--- src/rtl/tss_defines.vh ---
// constants for the two-wire serial slave port of the temperature sensor
// assumes a 250 MHz system clock and a bus master that owns the serial clock
`ifndef TSS_DEFINES_VH
`define TSS_DEFINES_VH

`define TSS_ADDR_CODE   4'h3
`define TSS_ADDR_W      7
`define TSS_BYTE_W      8
`define TSS_WORD_W      16
`define TSS_PTR_RST     8'h00
`define TSS_BIT_LAST    4'h8
`define TSS_TX_LAST     4'h7
`define TSS_CLK_KHZ     250000
`define TSS_TOUT_MS     25
`define TSS_TOUT_CYC    (`TSS_TOUT_MS * `TSS_CLK_KHZ)
`define TSS_SYNC_W      5

`endif

--- src/rtl/tss_slave.v ---
// two-wire serial slave port: start/stop, address match, pointer, data bytes
// assumes register storage lives outside; clock pin is sampled, not used as a clock
`timescale 1ns/1ns
`include "tss_defines.vh"
module tss_slave #(
  parameter TOUT_CYC = `TSS_TOUT_CYC,
  parameter TOUT_W   = 24
) (
  // clock, reset, enable
  input  wire        mclk_in,
  input  wire        rstn_in,
  input  wire        ce_in,
  // serial clock pin, input only
  input  wire        scl_in,
  // serial data pin, open drain
  input  wire        sda_in,
  output reg         sda_out,
  output reg         sda_oe_out,
  // address straps
  input  wire        addr_strap_bit0_in,
  input  wire        addr_strap_bit1_in,
  input  wire        addr_strap_bit2_in,
  // register side
  input  wire [15:0] rd_data_in,
  output reg  [7:0]  reg_ptr_out,
  output reg         ptr_wr_out,
  output reg  [7:0]  wr_data_out,
  output reg         wr_strobe_out,
  output reg         rd_load_out,
  output reg         busy_out,
  output reg         end_of_transfer_marker_out,
  // alert pin, open drain
  input  wire        alert_req_in,
  output reg         alert_out,
  output reg         alert_oe_out
);
  localparam [7:0] ST_IDLE  = 8'h01;
  localparam [7:0] ST_ADDR  = 8'h02;
  localparam [7:0] ST_AACK  = 8'h04;
  localparam [7:0] ST_WRX   = 8'h08;
  localparam [7:0] ST_WACK  = 8'h10;
  localparam [7:0] ST_RTX   = 8'h20;
  localparam [7:0] ST_RACK  = 8'h40;
  localparam [7:0] ST_SKIP  = 8'h80;

  wire [`TSS_SYNC_W-1:0] sync_w;
  wire                   scl_s;
  wire                   sda_s;
  wire [2:0]             strap_s;
  wire                   tout_w;

  reg        scl_d_r;
  reg        sda_d_r;
  reg [7:0]  state_r;
  reg [7:0]  state_nxt;
  reg [3:0]  cnt_r;
  reg [3:0]  cnt_nxt;
  reg [7:0]  rx_r;
  reg [7:0]  rx_nxt;
  reg [7:0]  tx_r;
  reg [7:0]  tx_nxt;
  reg [15:0] word_r;
  reg [15:0] word_nxt;
  reg        hi_r;
  reg        hi_nxt;
  reg        first_r;
  reg        first_nxt;
  reg        nak_r;
  reg        nak_nxt;
  reg        oe_nxt;
  reg [7:0]  ptr_nxt;
  reg        ptr_wr_nxt;
  reg [7:0]  wdat_nxt;
  reg        wstb_nxt;
  reg        rld_nxt;
  reg        eot_nxt;

  // fixed code on top, straps below
  function addr_match;
    input [6:0] rx_addr;
    input [2:0] straps;
    begin
      addr_match = (rx_addr == {`TSS_ADDR_CODE, straps});
    end
  endfunction

  // open drain: enable the low driver for a zero bit
  function drive_low;
    input data_bit;
    begin
      drive_low = ~data_bit;
    end
  endfunction

  // one received bit enters the byte from the bottom, msb first
  function [7:0] shift_in;
    input [7:0] acc;
    input       data_bit;
    begin
      shift_in = {acc[6:0], data_bit};
    end
  endfunction

  // bit counter step, shared by the receive and send paths
  function [3:0] cnt_inc;
    input [3:0] cnt;
    begin
      cnt_inc = cnt + 4'h1;
    end
  endfunction

  // half of the held word that goes out next; the pointer never moves
  function [7:0] word_byte;
    input [15:0] word;
    input        high;
    begin
      word_byte = high ? word[15:8] : word[7:0];
    end
  endfunction

  tss_sync #(
    .W (`TSS_SYNC_W)
  ) u_sync (
    .mclk_in  (mclk_in),
    .rstn_in  (rstn_in),
    .ce_in    (ce_in),
    .async_in ({scl_in, sda_in, addr_strap_bit2_in, addr_strap_bit1_in,
                addr_strap_bit0_in}),
    .sync_out (sync_w)
  );

  // edges are found only on synchronised samples
  assign scl_s   = sync_w[4];
  assign sda_s   = sync_w[3];
  assign strap_s = sync_w[2:0];

  wire scl_rise = scl_s & ~scl_d_r;
  wire scl_fall = ~scl_s & scl_d_r;
  // data moving while clock stays high is a start or stop
  wire start_w  = scl_s & scl_d_r & sda_d_r & ~sda_s;
  wire stop_w   = scl_s & scl_d_r & ~sda_d_r & sda_s;

  tss_timeout #(
    .CW   (TOUT_W),
    .TOUT (TOUT_CYC)
  ) u_tout (
    .mclk_in     (mclk_in),
    .rstn_in     (rstn_in),
    .ce_in       (ce_in),
    .scl_edge_in (scl_rise | scl_fall),
    .expire_out  (tout_w)
  );

  always @* begin
    state_nxt  = state_r;
    cnt_nxt    = cnt_r;
    rx_nxt     = rx_r;
    tx_nxt     = tx_r;
    word_nxt   = word_r;
    hi_nxt     = hi_r;
    first_nxt  = first_r;
    nak_nxt    = nak_r;
    oe_nxt     = sda_oe_out;
    ptr_nxt    = reg_ptr_out;
    ptr_wr_nxt = 1'b0;
    wdat_nxt   = wr_data_out;
    wstb_nxt   = 1'b0;
    rld_nxt    = 1'b0;
    eot_nxt    = 1'b0;
    if (tout_w) begin
      // stuck clock: drop everything, keep the pointer
      // a stall with the clock high may let go of data while it is high
      state_nxt = ST_IDLE;
      oe_nxt    = 1'b0;
    end else if (stop_w) begin
      // release at once, even mid byte
      state_nxt = ST_IDLE;
      oe_nxt    = 1'b0;
    end else if (start_w) begin
      // any start, repeated or mid-transfer, opens a new address phase
      state_nxt = ST_ADDR;
      cnt_nxt   = 4'h0;
      oe_nxt    = 1'b0;
    end else begin
      case (state_r)
        ST_IDLE: begin
          // idle is both lines high; nothing moves until a start
          oe_nxt = 1'b0;
        end
        ST_ADDR: begin
          if (scl_rise) begin
            rx_nxt  = shift_in(rx_r, sda_s);
            cnt_nxt = cnt_inc(cnt_r);
          end else if (scl_fall && cnt_r == `TSS_BIT_LAST) begin
            if (addr_match(rx_r[7:1], strap_s)) begin
              oe_nxt    = 1'b1;
              state_nxt = ST_AACK;
            end else begin
              state_nxt = ST_SKIP;
            end
          end
        end
        ST_AACK: begin
          // the ack bit is held across the master's extra pulse
          if (scl_fall) begin
            cnt_nxt = 4'h0;
            if (rx_r[0]) begin
              // read: send the word of the kept pointer
              word_nxt  = rd_data_in;
              tx_nxt    = word_byte(rd_data_in, 1'b1);
              hi_nxt    = 1'b0;
              rld_nxt   = 1'b1;
              oe_nxt    = drive_low(rd_data_in[15]);
              state_nxt = ST_RTX;
            end else begin
              oe_nxt    = 1'b0;
              first_nxt = 1'b1;
              state_nxt = ST_WRX;
            end
          end
        end
        ST_WRX: begin
          if (scl_rise) begin
            rx_nxt  = shift_in(rx_r, sda_s);
            cnt_nxt = cnt_inc(cnt_r);
          end else if (scl_fall && cnt_r == `TSS_BIT_LAST) begin
            oe_nxt    = 1'b1;
            state_nxt = ST_WACK;
            if (first_r) begin
              // first byte is the whole eight-bit pointer
              ptr_nxt    = rx_r;
              ptr_wr_nxt = 1'b1;
              first_nxt  = 1'b0;
            end else begin
              // later bytes go to the same register, msb first
              wdat_nxt = rx_r;
              wstb_nxt = 1'b1;
            end
          end
        end
        ST_WACK: begin
          if (scl_fall) begin
            oe_nxt    = 1'b0;
            cnt_nxt   = 4'h0;
            state_nxt = ST_WRX;
          end
        end
        ST_RTX: begin
          if (scl_fall) begin
            if (cnt_r == `TSS_TX_LAST) begin
              // let go so the master can answer
              oe_nxt    = 1'b0;
              cnt_nxt   = 4'h0;
              state_nxt = ST_RACK;
            end else begin
              // change data only after the clock has fallen
              tx_nxt  = {tx_r[6:0], 1'b0};
              oe_nxt  = drive_low(tx_r[6]);
              cnt_nxt = cnt_inc(cnt_r);
            end
          end
        end
        ST_RACK: begin
          if (scl_rise) begin
            nak_nxt = sda_s;
          end else if (scl_fall) begin
            if (nak_r) begin
              // released slot ends the read; stay off the line
              eot_nxt   = 1'b1;
              oe_nxt    = 1'b0;
              state_nxt = ST_SKIP;
            end else begin
              // no increment: the same word repeats, high byte then low
              tx_nxt    = word_byte(word_r, hi_r);
              oe_nxt    = drive_low(hi_r ? word_r[15] : word_r[7]);
              hi_nxt    = ~hi_r;
              state_nxt = ST_RTX;
            end
          end
        end
        ST_SKIP: begin
          // silent until the next start or stop
          oe_nxt = 1'b0;
        end
        default: begin
          state_nxt = ST_IDLE;
          oe_nxt    = 1'b0;
        end
      endcase
    end
  end

  // the slave never drives the clock pin; it only follows the master
  always @(posedge mclk_in or negedge rstn_in) begin
    if (!rstn_in) begin
      scl_d_r                    <= 1'b1;
      sda_d_r                    <= 1'b1;
      state_r                    <= ST_IDLE;
      cnt_r                      <= 4'h0;
      rx_r                       <= 8'h00;
      tx_r                       <= 8'h00;
      word_r                     <= 16'h0000;
      hi_r                       <= 1'b0;
      first_r                    <= 1'b0;
      nak_r                      <= 1'b0;
      sda_out                    <= 1'b0;
      sda_oe_out                 <= 1'b0;
      reg_ptr_out                <= `TSS_PTR_RST;
      ptr_wr_out                 <= 1'b0;
      wr_data_out                <= 8'h00;
      wr_strobe_out              <= 1'b0;
      rd_load_out                <= 1'b0;
      busy_out                   <= 1'b0;
      end_of_transfer_marker_out <= 1'b0;
      alert_out                  <= 1'b0;
      alert_oe_out               <= 1'b0;
    end else if (ce_in) begin
      scl_d_r                    <= scl_s;
      sda_d_r                    <= sda_s;
      state_r                    <= state_nxt;
      cnt_r                      <= cnt_nxt;
      rx_r                       <= rx_nxt;
      tx_r                       <= tx_nxt;
      word_r                     <= word_nxt;
      hi_r                       <= hi_nxt;
      first_r                    <= first_nxt;
      nak_r                      <= nak_nxt;
      sda_out                    <= 1'b0;
      sda_oe_out                 <= oe_nxt;
      reg_ptr_out                <= ptr_nxt;
      ptr_wr_out                 <= ptr_wr_nxt;
      wr_data_out                <= wdat_nxt;
      wr_strobe_out              <= wstb_nxt;
      rd_load_out                <= rld_nxt;
      // busy follows the next state so it drops together with the return to idle
      busy_out                   <= (state_nxt != ST_IDLE);
      end_of_transfer_marker_out <= eot_nxt;
      // open drain: the data level is always low, only the enable moves
      alert_out                  <= 1'b0;
      alert_oe_out               <= alert_req_in;
    end
  end
endmodule // tss_slave

--- src/rtl/tss_sync.v ---
// two-stage synchroniser for pins from outside the clock domain
// assumes the inputs are slow levels; only the second stage is visible
`timescale 1ns/1ns
module tss_sync #(
  parameter W = 5
) (
  // clock and reset
  input  wire         mclk_in,
  input  wire         rstn_in,
  input  wire         ce_in,
  // levels
  input  wire [W-1:0] async_in,
  output wire [W-1:0] sync_out
);
  reg [W-1:0] meta_r;
  reg [W-1:0] sync_r;

  // the reset value is all ones so idle lines look released
  always @(posedge mclk_in or negedge rstn_in) begin
    if (!rstn_in) begin
      meta_r <= {W{1'b1}};
      sync_r <= {W{1'b1}};
    end else if (ce_in) begin
      meta_r <= async_in;
      sync_r <= meta_r;
    end
  end

  assign sync_out = sync_r;
endmodule // tss_sync

--- src/rtl/tss_timeout.v ---
// stuck-clock watchdog for the serial clock
// assumes the clock level is already synchronised
`timescale 1ns/1ns
module tss_timeout #(
  parameter CW   = 24,
  parameter TOUT = 6250000
) (
  // clock and reset
  input  wire mclk_in,
  input  wire rstn_in,
  input  wire ce_in,
  // serial clock activity
  input  wire scl_edge_in,
  output reg  expire_out
);
  reg [CW-1:0] cnt_r;

  // counts both stuck-low and stuck-high, any edge restarts it
  always @(posedge mclk_in or negedge rstn_in) begin
    if (!rstn_in) begin
      cnt_r      <= {CW{1'b0}};
      expire_out <= 1'b0;
    end else if (ce_in) begin
      expire_out <= 1'b0;
      if (scl_edge_in) begin
        cnt_r <= {CW{1'b0}};
      end else if (cnt_r == TOUT[CW-1:0] - 1'b1) begin
        cnt_r      <= {CW{1'b0}};
        expire_out <= 1'b1;
      end else begin
        cnt_r <= cnt_r + 1'b1;
      end
    end
  end
endmodule // tss_timeout

--- config.mk ---
export PLATFORM = sky130hd
export DESIGN_NAME = tss_slave
export DESIGN_NICKNAME = d
export VERILOG_FILES = /design/src/rtl/tss_slave.v /design/src/rtl/tss_sync.v /design/src/rtl/tss_timeout.v
export VERILOG_INCLUDE_DIRS = /design/src /design/src/rtl
export SDC_FILE = /design/constraint.sdc
export NUM_CORES = 1
export LEC_CHECK = 0
export ABC_AREA = 1
export BUFFER_PORTS_ARGS = -buffer_cell sky130_fd_sc_hd__buf_2
export CAP_MARGIN = 0
export CELL_PAD_IN_SITES_DETAIL_PLACEMENT = 0
export CELL_PAD_IN_SITES_GLOBAL_PLACEMENT = 1
export CORE_ASPECT_RATIO = 0.8
export CORE_MARGIN = 5
export CORE_UTILIZATION = 45
export DETAILED_ROUTE_END_ITERATION = 7
export GPL_TIMING_DRIVEN = 1
export HOLD_SLACK_MARGIN = 0.05
export PLACE_DENSITY = 0.89
export SLEW_MARGIN = 25
export SYNTH_ARGS = -nofsm -noshare
export SYNTH_HDL_FRONTEND = slang
export SYNTH_SLANG_ARGS = --single-unit
export TNS_END_PERCENT = 1
--- constraint.sdc ---
create_clock -name mclk_in -period 2.45 [get_ports mclk_in]
set_input_delay 0.245 -clock mclk_in [delete_from_list [all_inputs] [get_ports mclk_in]]
set_output_delay 0.245 -clock mclk_in [all_outputs]
set_load 0.005 [all_outputs]
Word-level counts from Yosys, hierarchy flattened
Cells that the tools add are included.
{"block": "classes", "n_reduce_logical": 18, "eq_ne": 36, "add_sub_neg": 2, "mux": 92, "bitwise_logic": 21}
{"op": "2-to-1 mux 8 bit", "n": 15}
{"op": "2-to-1 mux 7 bit", "n": 8}
{"op": "case mux 8 bit (7 select lines)", "n": 1}
{"op": "2-to-1 mux 1 bit", "n": 55}
{"op": "inequality test 5 x 4 -> 1 bit, second input constant", "n": 10}
{"op": "2-to-1 mux 24 bit", "n": 2}
{"op": "adder 24 x 1 -> 24 bit, second input constant", "n": 1}
{"op": "equality test 24 x 23 -> 1 bit, second input constant", "n": 1}
{"op": "case mux 7 bit (3 select lines)", "n": 1}
{"op": "2-to-1 mux 4 bit", "n": 5}
{"op": "inequality test 2 bit, second input constant", "n": 10}
{"op": "AND reduction 8 bit", "n": 2}
{"op": "AND reduction 7 bit", "n": 2}
{"op": "inverter 1 bit", "n": 13}
{"op": "case mux 4 bit (3 select lines)", "n": 1}
{"op": "AND reduction 12 bit", "n": 1}
{"op": "AND reduction 6 bit", "n": 2}
{"op": "AND reduction 11 bit", "n": 1}
{"op": "AND reduction 10 bit", "n": 1}
{"op": "AND reduction 9 bit", "n": 1}
{"op": "equality test 8 x 1 -> 1 bit, second input constant", "n": 1}
{"op": "equality test 8 x 2 -> 1 bit, second input constant", "n": 1}
{"op": "equality test 8 x 3 -> 1 bit, second input constant", "n": 1}
{"op": "equality test 8 x 4 -> 1 bit, second input constant", "n": 1}
{"op": "other kinds (21)", "n": 32}
{"block": "word_totals", "input_bits": 25, "word_cells": 192, "reg_bits": 106, "out_inout_bits": 25}

Longest topological paths before layout
{"block": "logic_depth", "word_depth": 10, "depth_mapped": 13, "depth_no_buf": 13}

Hierarchy
From an unflattened synthesis, not the netlist that was laid out.
{"block": "unflattened", "hier_cells": 777, "hier_area_um2": 6014.5}
{"mod": "tss_slave", "cells_each": 511, "area_each_um2": 4085.2, "seq_area_each_um2": 1780.5, "n_inst": 1}
{"mod": "tss_timeout", "cells_each": 224, "area_each_um2": 1539.0, "seq_area_each_um2": 625.6, "n_inst": 1}
{"mod": "tss_sync", "cells_each": 42, "area_each_um2": 390.4, "seq_area_each_um2": 262.8, "n_inst": 1}

Worst setup path after synthesis
No wires, ideal clock.
{"block": "synth_path", "path_type": "register -> register", "start": "reg scl_d_r", "end": "reg wr_data_out[0]", "required_time_ps": 2332, "path_stages_with_launch": 12, "period_less_slack_ps": 1852, "setup_slack_ps": 598, "t_arrival_ps": 1735, "setup_time_ps": 118, "n_path_buf": 2, "path_cell_list": "dfstp_2 > ha_1 > buf_6 > nand4_4 > or2_4 > nor2_4 > nand2_2 > nor2_2 > inv_2 > buf_6 > a21oi_1 > inv_1"}
{"block": "synth_via", "elab_chain_len": 5, "elab_cells_between_ends": 13, "classes_between": "11 x bitwise; 2 x reduce/logical"}
{"element": "from (decl)", "line_no": "tss_slave.v:52", "source": "reg scl_d_r;"}
{"element": "from (signal assigned)", "line_no": "tss_slave.v:318", "source": "scl_d_r <= scl_s;"}
{"element": "AND 1 bit", "line_no": "tss_slave.v:140, tss_slave.v:141"}
{"element": "AND 1 bit (on tied branches) (2 in series)", "line_no": "tss_slave.v:141, tss_slave.v:140"}
{"element": "inverter 1 bit (no source line)"}
{"element": "AND reduction 8 bit (no source line) *"}
{"element": "to (signal assigned)", "line_no": "tss_slave.v:332", "source": "wr_data_out <= wdat_nxt;"}
{"element": "to (decl)", "line_no": "tss_slave.v:27", "source": "output reg [7:0] wr_data_out,"}
Every way passes the cells marked *; elsewhere a longest branch is shown, timed or not.
A chain may end at the register's enable or synchronous reset.

Final worst setup path
{"block": "layout_path", "start": "reg scl_d_r", "end": "reg word_r[8]"}
{"block": "layout_via", "elab_chain_len": 5, "elab_cells_between_ends": 9, "classes_between": "8 x bitwise; 1 x reduce/logical"}
{"element": "AND 1 bit", "line_no": "tss_slave.v:140, tss_slave.v:141"}
{"element": "AND 1 bit (on tied branches) (2 in series)", "line_no": "tss_slave.v:141, tss_slave.v:140"}
{"element": "inverter 1 bit (no source line)"}
{"element": "AND reduction 7 bit (no source line) *"}
{"element": "to (signal assigned)", "line_no": "tss_slave.v:324", "source": "word_r <= word_nxt;"}
{"element": "to (decl)", "line_no": "tss_slave.v:62", "source": "reg [15:0] word_r;"}
Marks and branches as above.

==> results_dict.tcl <==
set metrics [dict create \
    status "finished, final reports clean" \
    die_h_um 111 \
    hp-class "input port to flop" \
    fin_hold_ws_ps 76.7 \
    r2r-start "scl_d_r" \
    drt_pass1_iterations 4 \
    synthArstFlopShare 1.00 \
    grt.total_usage 0.177 \
    critPathArrivalTime_ps 2480 \
    yosysTopAreaCell "dfrtp_1" \
    synth-adder-area-share 0.0131 \
    area_growth_pct 12.5 \
    finalNetCount 773 \
    yosysTopAreaCellShare 0.407 \
    synthSimpleGateAreaFrac 0.283 \
    power_density_nw_per_um2 667 \
    drt_iter0_drc 315 \
    worst_hold_startpoint "sda_in" \
    start_util 0.465 \
    required_ps 2690 \
    synth_edf_count 0 \
    finalCritPeriodShare 0.914 \
    cts.path.max_buffers 2 \
    slowest_stage "dfstp_2" \
    hold_viol_final 0 \
    synth_cell_type_count 55 \
    wl_mm 12.7 \
    synth_compound_area_frac 0.104 \
    viasPerCell 5.06 \
    synthFlopType "dfrtp_1" \
    power.leakage_nw 3.23 \
    maxCapViolations 0 \
    port_buffers 47 \
    syn-cell-area_um2 5720 \
    regToRegSetupSlack_ps 210 \
    finalClockSkew_ps 10.1 \
    antenna_cells 0 \
    grt_setup_unrepaired "false" \
    setup_viol 0 \
    slew_viol_final 0 \
    min_to "u_sync.meta_r[3]" \
    grt_antenna_before_repair 0 \
    ys_top_cells_by_count "186 x nand2_1, 93 x dfrtp_1, 72 x inv_1, 72 x nor2_1, 32 x o21ai_0" \
    drc 0 \
    synth_top_family_by_area "simple AND/OR/NAND/NOR gates" \
    cts_sinks 106 \
    dp_hpwl_mm 9.41 \
    coreArea_um2 12300 \
    synth_xor_area_frac 0.0245 \
    ys_seq_area_frac 0.467 \
    synth.most_common_cell "nand2_1" \
    hold_depth 3 \
    reg2reg_to "word_r[8]" \
    ys_seq_elements 106 \
    die_x_um 136 \
    synthTopCellsByArea "dfrtp_1 41%, nand2_1 12%, dfstp_2 6.0%" \
    grt_max_degree 51 \
    detail-route-antenna-nets 0 \
    vias 4644 \
    synth_area_per_cell_um2 8.24 \
    avgRoutedWirePerCell_um 13.8 \
    grt_pass1_wl_mm 22.2 \
    yosys_warnings 0 \
    utilization 0.523 \
    tns_ps 0 \
    dpl.cell_count 901 \
    cp-end-kind "flop" \
    grt-ovfl-total 0 \
    drive_above_1_share 0.205 \
    cts_tree "done" \
    syn_inst 694 \
    grt_pass1_vias 4640 \
    cts-htree-levels 3 \
    crit_path_max_incr_delay_ps 550 \
    rows 36 \
    ff2ff_path_depth 5 \
    cp_max_fo 21 \
    final_cells 918 \
    cts_buffers 9 \
    timing.fmax_ghz 0.447 \
    ir_drop_v 0.000379 \
    critical_path.cell_chain "ha_1, nand2_1, nor2_2, nand2_2, mux2_4" \
    design.portCount 50 \
    startpoint_type "flop" \
    cts-root-buf "clkbuf_16" \
    gp_congestion 0.919 \
    clk_latency_ps 360 \
    crit_type "flop to flop" \
    fin_crit_ps 2240 \
    synthMuxAreaShare 0.0308 \
    path_clk_slew_ps 80 \
    max-slew-margin-rel 0.635 \
    die_area_um2 15100 \
    worst_pin_slew_ps 545 \
]
worst max path at each step:
stage	cells past startpoint	endpoint	from
after floorplan	11	wr_data_out[0]	scl_d_r
after global placement	5	word_r[6]	scl_d_r
after detailed placement	5	word_r[8]	scl_d_r
after CTS	5	word_r[8]	scl_d_r
after global routing	9	reg_ptr_out[7]	scl_d_r
final	5	word_r[8]	scl_d_r
routing by layer:
layer | GRT usage | vias to the layer above | share of wire | wire length (µm)
met2 | 0.271 | 95 | 0.45 | 5660
met5 | 0 | - | 0 | 0
met3 | 0.0399 | 13 | 0.048 | 603
met4 | 0.0430 | 0 | 0.0097 | 123
met1 | 0.256 | 2207 | 0.50 | 6290
li1 | - | 2329 | - | -
cells by family (layout without fill, tap and decap cells):
logic type | count (synthesis) | count (layout)
simple gates | 348 | 348
flops | 106 | 106
buf+inv | 103 | 155
compound gates | 102 | 102
xor+xnor | 16 | 16
mux | 12 | 12
fa+ha+maj | 6 | 6
other cells | 1 | 2
layout by cell type (no fill, tap or decap), drive strengths merged, types with 3 or more instances in the layout:
master  Yosys  routed
a21oi      31      31
mux2       12      12
nor3       18      18
ha          6       6
nand4       9       9
o211ai      3       3
nand3      30      30
nor2       80      80
nor4        5       5
xor2       14      14
nand2     200     200
o21ai      54      54
buf        13      53
dfrtp      93      93
clkbuf      5       9
inv        85      91
dfstp      13      13
what timing repair did:
action / in CTS / in global routing
hold buffers: 1 / 0
buffers inserted: 0 / 0
hold endpoints to repair: 32 / 0
gates resized for setup: 0 / 0
metrics by stage:
stage	power, mW	setup WS, ps	instance area [µm²]
after floorplan	2.60	598	5720
after global placement	2.80	339	6110
after detailed placement	2.83	233	6110
after CTS	4.33	220	6430
after global routing	4.53	51.2	6430
final	4.29	211	6430
registers in the layout (all words and copies together) (netlist names), 4 cells and up:
register         count
u_sync.meta_r        5
word_r              16
u_sync.sync_out      5
wr_data_out          8
tx_r                 7
u_tout.cnt_r        24
state_r              8
reg_ptr_out          8
cnt_r                4
rx_r                 8
area by class of cell:
class | count | area (µm²)
Fill cell | 1159 | 5860
Sequential cell | 106 | 2670
Multi-Input combinational cell | 486 | 2610
Inverter | 85 | 322
Timing Repair Buffer | 54 | 305
Clock buffer | 9 | 225
Tap cell | 171 | 214
Clock inverter | 7 | 86.3
critical path, delay by kind of cell (launching register included):
kind / cells / cell delay, ps
and+or+nand+nor: 3 / 730
DFF: 1 / 550
adders and majority gates: 1 / 420
muxes: 1 / 410
where the power goes:
part           internal (mW)  switching, mW
sequential              1.93          0.157
clock                  0.746          0.755
combinational          0.257          0.449
Note: power is estimated with default switching activity, not from simulation.
